$ cat config.mk
export PLATFORM = sky130hd
export DESIGN_NAME = cmr_core
export DESIGN_NICKNAME = d
export VERILOG_FILES = /design/src/rtl/cmr_pkg.sv /design/src/rtl/cmr_core.sv
export VERILOG_INCLUDE_DIRS = /design/src /design/src/rtl
export SDC_FILE = /design/constraint.sdc
export NUM_CORES = 2
export LEC_CHECK = 0
export BUFFER_PORTS_ARGS = -buffer_cell sky130_fd_sc_hd__buf_2
export CAP_MARGIN = 20
export CORE_MARGIN = 4
export CORE_UTILIZATION = 29
export CTS_CLUSTER_SIZE = 16
export DETAILED_ROUTE_END_ITERATION = 8
export GPL_TIMING_DRIVEN = 0
export SETUP_SLACK_MARGIN = 0.5
export SYNTH_ARGS = -nofsm -noshare
export SYNTH_HDL_FRONTEND = slang
export SYNTH_SLANG_ARGS = --single-unit
$ cat constraint.sdc
create_clock -name ref_clk -period 11.3 [get_ports ref_clk]
set_input_delay 1.13 -clock ref_clk [delete_from_list [all_inputs] [get_ports ref_clk]]
set_output_delay 1.13 -clock ref_clk [all_outputs]
set_load 0.02 [all_outputs]
$ cat src/rtl/cmr_defs.svh
// Purpose: offsets, fields, reset values and codes for the move/rotate/return datapath
// Assumes: byte addresses on an 8-bit wishbone address
// Notes: definitions only
`ifndef CMR_DEFS_SVH
`define CMR_DEFS_SVH
`define CMR_ADR_CMD 8'h00
`define CMR_ADR_ACC 8'h04
`define CMR_ADR_STATUS 8'h08
`define CMR_ADR_PC 8'h0c
`define CMR_ADR_STACK 8'h10
`define CMR_ADR_FADDR 8'h14
`define CMR_ADR_FDATA 8'h18
`define CMR_CMD_OPND_MSB 7
`define CMR_CMD_DEST_BIT 8
`define CMR_CMD_OP_LSB 9
`define CMR_CMD_OP_MSB 12
`define CMR_ST_CARRY 0
`define CMR_ST_ZERO 1
`define CMR_ST_GIE 2
`define CMR_ST_BUSY 3
`define CMR_STK_DEPTH_LSB 16
`define CMR_STK_DEPTH_MSB 19
`define CMR_STACK_LEVELS 4'h8
`define CMR_ACC_RESET 8'h00
`define CMR_PC_RESET 13'h0000
`define CMR_OP_NOP 4'h0
`define CMR_OP_OR_LIT 4'h1
`define CMR_OP_LOAD_LIT 4'h2
`define CMR_OP_OR_FILE 4'h3
`define CMR_OP_STORE_ACC 4'h4
`define CMR_OP_COPY_FILE 4'h5
`define CMR_OP_INT_RETURN 4'h6
`define CMR_OP_ROT_LEFT 4'h7
`define CMR_OP_ROT_RIGHT 4'h8
`define CMR_OP_RET_LIT 4'h9
`endif

$ cat src/rtl/cmr_pkg.sv
// Purpose: types for the move/rotate/return datapath
// Assumes: cmr_defs.svh supplies the codes
// Notes: none
`default_nettype none
`include "cmr_defs.svh"
package cmr_pkg;
  typedef enum logic [3:0] {
    no_operation_op = `CMR_OP_NOP,
    or_literal_into_acc = `CMR_OP_OR_LIT,
    load_literal_into_acc = `CMR_OP_LOAD_LIT,
    or_acc_with_file = `CMR_OP_OR_FILE,
    store_acc_to_file = `CMR_OP_STORE_ACC,
    copy_file_value = `CMR_OP_COPY_FILE,
    interrupt_return_op = `CMR_OP_INT_RETURN,
    rotate_left_carry_op = `CMR_OP_ROT_LEFT,
    rotate_right_carry_op = `CMR_OP_ROT_RIGHT,
    return_with_literal_op = `CMR_OP_RET_LIT
  } cmr_op_t;
  typedef enum logic [2:0] {
    cmr_idle = 3'b001,
    cmr_exec = 3'b010,
    cmr_second = 3'b100
  } cmr_state_t;
endpackage : cmr_pkg
`default_nettype wire

$ cat src/rtl/cmr_core.sv
// Purpose: accumulator/file datapath for or, move, rotate, no-op and return ops
// Assumes: classic wishbone slave on ref_clk, synchronous active-high reset
// Notes: one instruction cycle is one ref_clk cycle
// Notes: bus writes while an instruction runs are acked and dropped
// Notes: file memory and stack contents are not reset
// Notes on behaviour
// - literal or: acc or literal into acc, only zero flag changes
// - load literal: literal into acc, no flag changes
// - file or: acc or file register, routed by destination, only zero changes
// - destination bit 0 writes acc, 1 writes the addressed file register
// - store acc: acc copied into addressed file register, flags untouched
// - copy file: value moved to destination, zero set from it, even to itself
// - interrupt return: pc from stack top, interrupt enable set, flags untouched
// - rotate left through carry, routed by destination, only carry changes
// - rotate right through carry, routed by destination, only carry changes
// - return with literal: literal into acc, pc from stack top, flags untouched
// - return with literal takes two instruction cycles
// - every return pops the stack top entry it loaded, except on an empty stack, where the depth stays 0
//
// Decided for this implementation: the Wishbone register port and the address map.
`default_nettype none
`include "cmr_defs.svh"
module cmr_core (
  input wire logic ref_clk,
  input wire logic reset,
  input wire logic wb_cyc_i,
  input wire logic wb_stb_i,
  input wire logic wb_we_i,
  input wire logic [7:0] wb_adr_i,
  input wire logic [3:0] wb_sel_i,
  input wire logic [31:0] wb_dat_i,
  output logic [31:0] wb_dat_o,
  output logic wb_ack_o,
  output logic [12:0] program_counter,
  output logic global_interrupt_enable,
  output logic stack_pop_pulse
);

  function automatic logic [31:0] merge_bytes(
    input logic [31:0] old_val,
    input logic [31:0] new_val,
    input logic [3:0] sel
  );
    logic [31:0] res;
    res = old_val;
    for (int i = 0; i < 4; i++) begin
      if (sel[i]) begin
        res[i*8 +: 8] = new_val[i*8 +: 8];
      end
    end
    return res;
  endfunction : merge_bytes

  function automatic logic is_zero(input logic [7:0] v);
    return v == 8'h00;
  endfunction : is_zero

  function automatic logic is_return(input cmr_pkg::cmr_op_t o);
    return o == cmr_pkg::interrupt_return_op || o == cmr_pkg::return_with_literal_op;
  endfunction : is_return

  function automatic logic [8:0] rotate_thru(
    input logic [7:0] v,
    input logic c,
    input logic left
  );
    if (left) begin
      return {v[7], v[6:0], c};
    end
    return {v[0], c, v[7:1]};
  endfunction : rotate_thru

  cmr_pkg::cmr_state_t state_r, state_nxt;
  logic [12:0] cmd_r, cmd_nxt;
  logic [7:0] acc_r, acc_nxt;
  logic carry_r, carry_nxt;
  logic zero_r, zero_nxt;
  logic gie_r, gie_nxt;
  logic [12:0] pc_r, pc_nxt;
  logic [3:0] sp_r, sp_nxt;
  logic [6:0] faddr_r, faddr_nxt;
  logic ack_r, ack_nxt;
  logic [31:0] dat_r, dat_nxt;
  logic pop_r, pop_nxt;
  logic [12:0] stack_mem [0:7];
  logic [7:0] file_mem [0:127];
  logic stk_we;
  logic [2:0] stk_idx;
  logic [12:0] stk_data;
  logic fm_we;
  logic [6:0] fm_addr;
  logic [7:0] fm_data;

  logic req;
  logic bus_wr;
  logic idle;
  logic [31:0] wmerge;
  logic [31:0] status_word;
  cmr_pkg::cmr_op_t op;
  logic [7:0] operand;
  logic dest;
  logic [6:0] f_addr;
  logic [7:0] f_val;
  logic [2:0] top_idx;
  logic [12:0] top_val;
  logic [7:0] result;
  logic route;

  assign req = wb_cyc_i & wb_stb_i & ~ack_r;
  assign bus_wr = req & wb_we_i;
  assign idle = state_r == cmr_pkg::cmr_idle;
  assign op = cmr_pkg::cmr_op_t'(cmd_r[`CMR_CMD_OP_MSB:`CMR_CMD_OP_LSB]);
  assign operand = cmd_r[`CMR_CMD_OPND_MSB:0];
  assign dest = cmd_r[`CMR_CMD_DEST_BIT];
  assign f_addr = cmd_r[6:0];
  assign f_val = file_mem[f_addr];
  assign top_idx = 3'(sp_r - 4'h1);
  assign top_val = stack_mem[top_idx];

  always_comb begin
    status_word = 32'h0000_0000;
    status_word[`CMR_ST_CARRY] = carry_r;
    status_word[`CMR_ST_ZERO] = zero_r;
    status_word[`CMR_ST_GIE] = gie_r;
    status_word[`CMR_ST_BUSY] = ~idle;
  end

  // bus slave: ack one cycle after the request, read data registered
  always_comb begin
    ack_nxt = req;
    dat_nxt = 32'h0000_0000;
    wmerge = 32'h0000_0000;
    if (req && !wb_we_i) begin
      if (wb_adr_i == `CMR_ADR_CMD) begin
        dat_nxt = {19'h00000, cmd_r};
      end else if (wb_adr_i == `CMR_ADR_ACC) begin
        dat_nxt = {24'h000000, acc_r};
      end else if (wb_adr_i == `CMR_ADR_STATUS) begin
        dat_nxt = status_word;
      end else if (wb_adr_i == `CMR_ADR_PC) begin
        dat_nxt = {19'h00000, pc_r};
      end else if (wb_adr_i == `CMR_ADR_STACK) begin
        dat_nxt = {19'h00000, top_val};
        dat_nxt[`CMR_STK_DEPTH_MSB:`CMR_STK_DEPTH_LSB] = sp_r;
      end else if (wb_adr_i == `CMR_ADR_FADDR) begin
        dat_nxt = {25'h0000000, faddr_r};
      end else if (wb_adr_i == `CMR_ADR_FDATA) begin
        dat_nxt = {24'h000000, file_mem[faddr_r]};
      end else begin
        dat_nxt = 32'h0000_0000;
      end
    end
    if (bus_wr) begin
      wmerge = wb_dat_i;
    end
  end

  always_comb begin
    state_nxt = state_r;
    cmd_nxt = cmd_r;
    acc_nxt = acc_r;
    carry_nxt = carry_r;
    zero_nxt = zero_r;
    gie_nxt = gie_r;
    pc_nxt = pc_r;
    sp_nxt = sp_r;
    faddr_nxt = faddr_r;
    pop_nxt = 1'b0;
    stk_we = 1'b0;
    stk_idx = sp_r[2:0];
    stk_data = 13'h0000;
    fm_we = 1'b0;
    fm_addr = f_addr;
    fm_data = 8'h00;
    result = 8'h00;
    route = 1'b0;
    case (state_r)
      cmr_pkg::cmr_idle: begin
        if (bus_wr) begin
          if (wb_adr_i == `CMR_ADR_CMD) begin
            cmd_nxt = 13'(merge_bytes({19'h00000, cmd_r}, wmerge, wb_sel_i));
            state_nxt = cmr_pkg::cmr_exec;
          end else if (wb_adr_i == `CMR_ADR_ACC) begin
            acc_nxt = 8'(merge_bytes({24'h000000, acc_r}, wmerge, wb_sel_i));
          end else if (wb_adr_i == `CMR_ADR_STATUS) begin
            if (wb_sel_i[0]) begin
              carry_nxt = wmerge[`CMR_ST_CARRY];
              zero_nxt = wmerge[`CMR_ST_ZERO];
              gie_nxt = wmerge[`CMR_ST_GIE];
            end
          end else if (wb_adr_i == `CMR_ADR_PC) begin
            pc_nxt = 13'(merge_bytes({19'h00000, pc_r}, wmerge, wb_sel_i));
          end else if (wb_adr_i == `CMR_ADR_STACK) begin
            if (sp_r != `CMR_STACK_LEVELS) begin
              stk_we = 1'b1;
              stk_data = wmerge[12:0];
              sp_nxt = sp_r + 4'h1;
            end
          end else if (wb_adr_i == `CMR_ADR_FADDR) begin
            if (wb_sel_i[0]) begin
              faddr_nxt = wmerge[6:0];
            end
          end else if (wb_adr_i == `CMR_ADR_FDATA) begin
            if (wb_sel_i[0]) begin
              fm_we = 1'b1;
              fm_addr = faddr_r;
              fm_data = wmerge[7:0];
            end
          end
        end
      end
      cmr_pkg::cmr_exec: begin
        state_nxt = cmr_pkg::cmr_idle;
        pc_nxt = pc_r + 13'h0001;
        case (op)
          cmr_pkg::or_literal_into_acc: begin
            acc_nxt = acc_r | operand;
            zero_nxt = is_zero(acc_r | operand);
          end
          cmr_pkg::load_literal_into_acc: begin
            acc_nxt = operand;
          end
          cmr_pkg::or_acc_with_file: begin
            result = acc_r | f_val;
            route = 1'b1;
            zero_nxt = is_zero(acc_r | f_val);
          end
          cmr_pkg::store_acc_to_file: begin
            fm_we = 1'b1;
            fm_data = acc_r;
          end
          cmr_pkg::copy_file_value: begin
            result = f_val;
            route = 1'b1;
            zero_nxt = is_zero(f_val);
          end
          cmr_pkg::interrupt_return_op: begin
            pc_nxt = top_val;
            gie_nxt = 1'b1;
          end
          cmr_pkg::rotate_left_carry_op: begin
            {carry_nxt, result} = rotate_thru(f_val, carry_r, 1'b1);
            route = 1'b1;
          end
          cmr_pkg::rotate_right_carry_op: begin
            {carry_nxt, result} = rotate_thru(f_val, carry_r, 1'b0);
            route = 1'b1;
          end
          cmr_pkg::return_with_literal_op: begin
            acc_nxt = operand;
            pc_nxt = top_val;
          end
          default: begin
            pc_nxt = pc_r + 13'h0001;
          end
        endcase
        if (is_return(op)) begin
          state_nxt = cmr_pkg::cmr_second;
        end
        if (is_return(op)) begin
          pop_nxt = 1'b1;
          if (sp_r != 4'h0) begin
            sp_nxt = sp_r - 4'h1;
          end
        end
        if (route) begin
          if (dest) begin
            fm_we = 1'b1;
            fm_data = result;
          end else begin
            acc_nxt = result;
          end
        end
      end
      cmr_pkg::cmr_second: begin
        state_nxt = cmr_pkg::cmr_idle;
      end
      default: begin
        state_nxt = cmr_pkg::cmr_idle;
      end
    endcase
  end

  always_ff @(posedge ref_clk) begin
    if (reset) begin
      state_r <= cmr_pkg::cmr_idle;
      cmd_r <= 13'h0000;
      acc_r <= `CMR_ACC_RESET;
      carry_r <= 1'b0;
      zero_r <= 1'b0;
      gie_r <= 1'b0;
      pc_r <= `CMR_PC_RESET;
      sp_r <= 4'h0;
      faddr_r <= 7'h00;
      ack_r <= 1'b0;
      dat_r <= 32'h0000_0000;
      pop_r <= 1'b0;
    end else begin
      state_r <= state_nxt;
      cmd_r <= cmd_nxt;
      acc_r <= acc_nxt;
      carry_r <= carry_nxt;
      zero_r <= zero_nxt;
      gie_r <= gie_nxt;
      pc_r <= pc_nxt;
      sp_r <= sp_nxt;
      faddr_r <= faddr_nxt;
      ack_r <= ack_nxt;
      dat_r <= dat_nxt;
      pop_r <= pop_nxt;
    end
  end

  // return stack array, no reset
  always_ff @(posedge ref_clk) begin
    if (stk_we) begin
      stack_mem[stk_idx] <= stk_data;
    end
  end

  // file register array, no reset
  always_ff @(posedge ref_clk) begin
    if (fm_we) begin
      file_mem[fm_addr] <= fm_data;
    end
  end

  assign wb_ack_o = ack_r;
  assign wb_dat_o = dat_r;
  assign program_counter = pc_r;
  assign global_interrupt_enable = gie_r;
  assign stack_pop_pulse = pop_r;

endmodule : cmr_core
`default_nettype wire

## Yosys cells after proc, flatten, opt, wreduce, memory -nomap -nowiden

Memories as Yosys holds them, arrays and structs flattened. A register that Yosys moved wholly into a read port is not among the register bits.
Index checks and enable logic that the tools add are counted.

| word-level totals | value |
|---|---|
| register bits | 85 |
| latch bits | 0 |
| memory bits (writable) | 1128 |
| bits in read-only memories | 0 |
| input bits | 49 |
| output and inout port bits | 48 |
| word-level logic and storage cells | 223 |
| memories kept | 2 |

| operators by class | value |
|---|---|
| add/sub/neg operators | 3 |
| multipliers | 0 |
| div/mod/pow operators | 0 |
| order comparisons | 0 |
| eq/ne operators | 36 |
| shift operators | 0 |
| multiplexer cells | 125 |
| bitwise logic cells | 14 |
| reductions and logical operators | 27 |

Memory list:

| memory | depth | width | read ports | clocked after Yosys merged registers in | write ports | line | RTL |
|---|---|---|---|---|---|---|---|
| file_mem | 128 | 8 | 2 | 2 | 1 | cmr_core.sv:86 | `logic [7:0] file_mem [0:127];` |
| stack_mem | 8 | 13 | 1 | 0 | 1 | cmr_core.sv:85 | `logic [12:0] stack_mem [0:7];` |

Operators by type and width:

| cell | count |
|---|---|
| two-way mux 13 bit | 18 |
| two-way mux 8 bit | 20 |
| two-way mux 7 bit | 14 |
| one-hot mux 8 bit (2 select lines) | 3 |
| two-way mux 1 bit | 45 |
| two-way mux 4 bit | 9 |
| AND reduction 7 bit | 5 |
| zero test 8 bit | 4 |
| one-hot mux 8 bit (4 select lines) | 1 |
| one-hot mux 13 bit (2 select lines) | 1 |
| == test 8 x 5 -> 1 bit (second input constant) | 3 |
| two-way mux 20 bit | 1 |
| != test 2 bit (second input constant) | 10 |
| == test 4 x 3 -> 1 bit (second input constant) | 4 |
| == test 8 x 4 -> 1 bit (second input constant) | 2 |
| OR 8 bit | 2 |
| adder 13 x 1 -> 13 bit (second input constant) | 1 |
| != test 2 x 1 -> 1 bit (second input constant) | 6 |
| one-hot mux 1 bit (2 select lines) | 5 |
| AND reduction 10 bit | 1 |
| two-way mux 3 bit | 3 |
| two-way mux 9 bit | 1 |
| inverter 1 bit | 9 |
| AND reduction 9 bit | 1 |
| 28 further kinds | 36 |

## Depth between registers and ports, before layout

| logic depth | value |
|---|---|
| depth in word-level cells | 12 |
| mapped depth | 16 |
| mapped depth without buffers | 9 |

## Worst setup path after synthesis

OpenSTA, ideal clock, no wires.

| timing path | value |
|---|---|
| kind | register to register |
| start point | register (tool-made name) |
| end point | memory file_mem[0][2], data pin |
| setup time | 1.197 ns |
| arrival | 7.432 ns |
| data required time | 10.103 ns |
| slack | 2.671 ns |
| stages on the path, launching flop included | 16 |
| buffers on the path | 6 |
| clock period less this slack | 8.629 ns |
| path through | dfxtp_1 > buf_6 > buf_12 > buf_8 > buf_8 > buf_8 > buf_6 > mux2i_1 > a22oi_1 > a21oi_1 > nor4_1 > o22ai_1 > a21oi_1 > o21ai_0 > nor4b_2 > o21ai_0 |

RTL lines:

| what | line |
|---|---|
| end, declared | cmr_core.sv:86 |

==> tab_implementation.tex <==
\begin{tabular}{lr}
\hline
Metric & Value \\
\hline
\multicolumn{2}{l}{\textbf{Min path}} \\
\quad Hold Crit Endpoint & program\_counter[12]\$\_SDFFE\_PP0P\_ \\
\quad Worst min path class & flip-flop to flip-flop \\
\quad Min-Delay Startpoint & program\_counter[12]\$\_SDFFE\_PP0P\_ \\
\quad Cell depth of the worst min-delay path & 2 \\
\multicolumn{2}{l}{\textbf{Yosys}} \\
\quad Dominant synthesized flop cell & sky130\_fd\_sc\_hd\_\_edfxtp\_1 \\
\quad Mux contribution to synthesized area & 24.7\% \\
\quad Main combinational cell family by area after synthesis & multiplexers \\
\quad Post-synthesis sequential element count & 1212 \\
\quad Number of enable flip-flop cells after synthesis & 1128 \\
\quad Syn Area/Cell & 16.9 sq um \\
\quad Yosys Warn Count & 0 \\
\quad Cell types with the highest counts after synthesis & 1128 x sky130\_fd\_sc\_hd\_\_edfxtp\_1, 467 x sky130\_fd\_sc\_hd\_\_mux4\_2, 321 x sky130\_fd\_sc\_hd\_\_mux2i\_1 \\
\quad Share of synthesized area occupied by flip-flops and latches & 61.7\% \\
\quad Yosys top cell by area & sky130\_fd\_sc\_hd\_\_edfxtp\_1 \\
\quad Top post-synthesis cells by area & sky130\_fd\_sc\_hd\_\_edfxtp\_1 59\%, sky130\_fd\_sc\_hd\_\_mux4\_2 18\%, sky130\_fd\_sc\_hd\_\_mux2i\_1 5.6\% \\
\quad Cell area after technology mapping & 57600 sq um \\
\quad Gate count of the mapped netlist & 3407 \\
\quad Synthesized-area fraction occupied by ao, oa, aoi and oai cells & 5.42\% \\
\quad Post-synthesis share of cell area spent on and, or, nand and nor gates & 5.29\% \\
\quad Xor/xnor cell area share of the yosys netlist & 0.106\% \\
\quad Post-synth top area share & 58.8\% \\
\quad Number of library cell types mapped by synthesis & 94 \\
\quad Share of synthesized cell area in full adder, half adder and majority cells & 0.0651\% \\
\quad Synth async-reset ratio & 0\% \\
\quad Count leader, synth & sky130\_fd\_sc\_hd\_\_edfxtp\_1 \\
\multicolumn{2}{l}{\textbf{Place}} \\
\quad Placed standard-cell area & 62800 sq um \\
\quad Number of buffers inserted by port buffering & 60 \\
\quad Post-Place Setup Slack & 4350 ps \\
\quad DP HPWL & 171 mm \\
\quad GP Congestion & 0.978 \\
\quad Post-Place Cells & 6218 \\
\multicolumn{2}{l}{\textbf{Clock network}} \\
\quad Number of setup buffers added after CTS & 0 \\
\quad Inserted Clock Buffers & 135 \\
\quad Sink Count & 1212 \\
\quad Number of buffers inserted by hold repair at cts & 0 \\
\quad Largest buffer count on any clock path & 3 \\
\quad Number of levels the H-tree was split into & 4 \\
\quad Latest clock arrival within the worst-skew pair & 810 ps \\
\quad TritonCTS clock tree & built \\
\quad Clock transition at the registers of the reported paths & 60 ps \\
\quad CTS Root Cell & sky130\_fd\_sc\_hd\_\_clkbuf\_16 \\
\quad Number of resized instances in the post-cts repair step & 0 \\
\multicolumn{2}{l}{\textbf{Global route}} \\
\quad Wire length of the first global-routing pass & 325 mm \\
\quad Global route total overflow & 0 \\
\quad Total routing usage reported by global routing & 23.1\% \\
\quad Pin count of the biggest net entering global routing & 81 \\
\quad Number of antenna violations at the first check in global routing & 15 \\
\quad Number of global-route vias before repair & 37100 \\
\multicolumn{2}{l}{\textbf{Timing}} \\
\quad Setup violations, final & 0 \\
\quad Final critical-path share of the clock period & 64.2\% \\
\quad Final hold viol count & 0 \\
\quad Final max-slew violation count & 0 \\
\quad Max transition margin & 12.1\% \\
\quad Actual transition at the worst max-transition pin & 1320 ps \\
\quad Clock tree skew after final layout & 41.2 ps \\
\quad Setup Total Neg Slack & 0 ps \\
\quad Smallest hold slack & 506 ps \\
\quad Max Clk Rate & 138 MHz \\
\quad Final Critical Period & 7250 ps \\
\quad RSZ-0062 raised after global routing & no \\
\quad Worst Setup Slack, final & 4050 ps \\
\multicolumn{2}{l}{\textbf{Route}} \\
\quad Total via count in the routed design & 39600 \\
\quad Detailed-route wire length & 244 mm \\
\quad Iteration count of the initial detailed-routing pass & 6 \\
\quad DRT antenna net count & 0 \\
\quad Vias per Instance & 6.11 \\
\quad Number of violations reported at the end of detailed-routing iteration 0 & 6851 \\
\quad DRT met1 WL & 85.4 mm \\
\quad Remaining DRCs & 0 \\
\quad Routed length per instance & 37.6 um \\
\quad WL met3 & 36.8 mm \\
\quad Highest metal layer with signal wires & met5 \\
\quad Total length of routed met2 wires & 103 mm \\
\multicolumn{2}{l}{\textbf{Critical path}} \\
\quad Worst Path Arrival & 7780 ps \\
\quad Slack of the worst reg-to-reg path & 4050 ps \\
\quad Endpoint of the most critical register-to-register path & file\_mem[39][1]\$\_DFFE\_PP\_ \\
\quad Endpoint required time on the critical path & 11830 ps \\
\quad Worst reg2reg path depth & 13 \\
\quad Maximum net fanout on the critical path & 33 \\
\quad Sort of element at the start of the critical path & flip-flop \\
\quad Crit path capture type & flip-flop \\
\quad Classification of the worst setup path & flip-flop to flip-flop \\
\multicolumn{2}{l}{\textbf{Floorplanning}} \\
\quad Placement Rows & 163 \\
\quad Die width & 454 um \\
\quad Starting density of the core & 29.2\% \\
\quad Full die area & 206000 sq um \\
\quad I/O pin count & 97 \\
\quad Core Region & 197000 sq um \\
\quad Die H & 454 um \\
\multicolumn{2}{l}{\textbf{Layout}} \\
\quad Footprint of the flip-flops and latches & 35600 sq um \\
\quad Total area of multi-input combinational cells & 20700 sq um \\
\quad Layout cells sized above 1 & 28.2\% \\
\quad Final design area excluding fillers & 67400 sq um \\
\quad Number of cells in the finished layout apart from fillers & 6487 \\
\quad Post-synthesis to final-layout area growth & 17.0\% \\
\quad Number of nets in the finished design & 3782 \\
\quad Utilization after layout & 34.2\% \\
\quad Filler cells & 18800 \\
\multicolumn{2}{l}{\textbf{Flow run}} \\
\quad Number of violations of the max-capacitance limit & 0 \\
\multicolumn{2}{l}{\textbf{Power}} \\
\quad Total leakage power & 21.2 nW \\
\quad Total power consumption of the routed design & 9.32 mW \\
\quad Power per standard cell area & 138 nW/um\^{}2 \\
\quad Peak VDD IR & 0.000173 V \\
\multicolumn{2}{l}{\textbf{Status}} \\
\quad Status & complete, no violations \\
\hline
\end{tabular}
[layout make-up]
type	count	area share, %
Buffer	251	2.28
Clock buffer	162	5.34
Clock inverter	84	1.21
Tap cell	2640	4.90
Inverter	15	0.0835
Antenna cell	8	0.0297
Sequential cell	1212	52.7
Timing Repair Buffer	172	2.71
Multi-Input combinational cell	1943	30.7
[layer usage]
metal / vias up / track usage (%)
met2: 3589 / 33.1
met1: 20500 / 29.0
met3: 763 / 9.35
met5: - / 0
li1: 14800 / -
met4: 12 / 14.7
[how the worst max path moves through the flow]
stage / startpoint / to / slack, ps / cells after the start
2_1_floorplan: flip-flop / file_mem[0][2]$_DFFE_PP_ / 2670 / 15
3_3_place_gp: flip-flop / file_mem[70][0]$_DFFE_PP_ / -6230 / 11
3_5_place_dp: flip-flop / file_mem[48][1]$_DFFE_PP_ / 4350 / 13
4_1_cts: flip-flop / file_mem[19][1]$_DFFE_PP_ / 4330 / 13
5_1_grt: flip-flop / file_mem[38][1]$_DFFE_PP_ / 4270 / 13
6_report: flip-flop / file_mem[39][1]$_DFFE_PP_ / 4050 / 13
[cells by family after synthesis]
group | after synthesis
multiplexers | 818
AND/OR/NAND/NOR | 632
other | 1
AO/OA/AOI/OAI | 468
XOR/XNOR | 7
adder cells (fa/ha/maj) | 3
buffers and inverters | 266
flip-flops | 1212
[report_power, final]
| group | internal (mW) | switching (mW) | total (mW) |
|---|---|---|---|
| registers | 4.83 | 0.000130 | 4.83 |
| clock network | 2.53 | 1.92 | 4.45 |
| logic | 0.0117 | 0.0291 | 0.0408 |
| total | 7.37 | 1.95 | 9.32 |
[worst max-delay path, cell delays in order (launching register included)]
cell and delay [ps]:
sky130_fd_sc_hd__dfxtp_1 710, sky130_fd_sc_hd__buf_2 510, sky130_fd_sc_hd__buf_4 500, sky130_fd_sc_hd__buf_2 700, sky130_fd_sc_hd__buf_4 480, sky130_fd_sc_hd__mux4_2 460
sky130_fd_sc_hd__a221oi_1 880, sky130_fd_sc_hd__nand4_1 680, sky130_fd_sc_hd__o21a_1 450, sky130_fd_sc_hd__o21a_1 190, sky130_fd_sc_hd__nor4_1 460, sky130_fd_sc_hd__o21ai_4 330
sky130_fd_sc_hd__buf_12 270, sky130_fd_sc_hd__buf_12 180
[registers in the layout, indices dropped and copies added, names as in the netlist, named ones only]
register / cells
file_mem: 1024
stack_mem: 104
wb_dat_o: 17
cmd_r: 13
program_counter: 13
acc_r: 8
faddr_r: 7
sp_r: 4
state_r: 3
carry_r: 1
global_interrupt_enable: 1
stack_pop_pulse: 1
wb_ack_o: 1
zero_r: 1
[cells in the final DEF (no fill, tap or decap), types with 17 or more instances in the layout]
cell type and count:
sky130_fd_sc_hd__a21oi_1 111, sky130_fd_sc_hd__a22oi_1 147, sky130_fd_sc_hd__and2_1 19, sky130_fd_sc_hd__buf_12 21, sky130_fd_sc_hd__buf_2 129, sky130_fd_sc_hd__buf_4 51
sky130_fd_sc_hd__buf_6 62, sky130_fd_sc_hd__buf_8 27, sky130_fd_sc_hd__clkbuf_1 99, sky130_fd_sc_hd__clkbuf_16 138, sky130_fd_sc_hd__clkbuf_2 25, sky130_fd_sc_hd__clkinv_1 27
sky130_fd_sc_hd__clkinv_2 25, sky130_fd_sc_hd__dfxtp_1 84, sky130_fd_sc_hd__edfxtp_1 1128, sky130_fd_sc_hd__mux2_2 17, sky130_fd_sc_hd__mux2i_1 321, sky130_fd_sc_hd__mux4_2 467
sky130_fd_sc_hd__nand2_1 161, sky130_fd_sc_hd__nand3_1 78, sky130_fd_sc_hd__nand4_1 22, sky130_fd_sc_hd__nor2_1 202, sky130_fd_sc_hd__nor3_1 21, sky130_fd_sc_hd__o21ai_0 69
No activity file was read; power rests on OpenSTA's default activity.
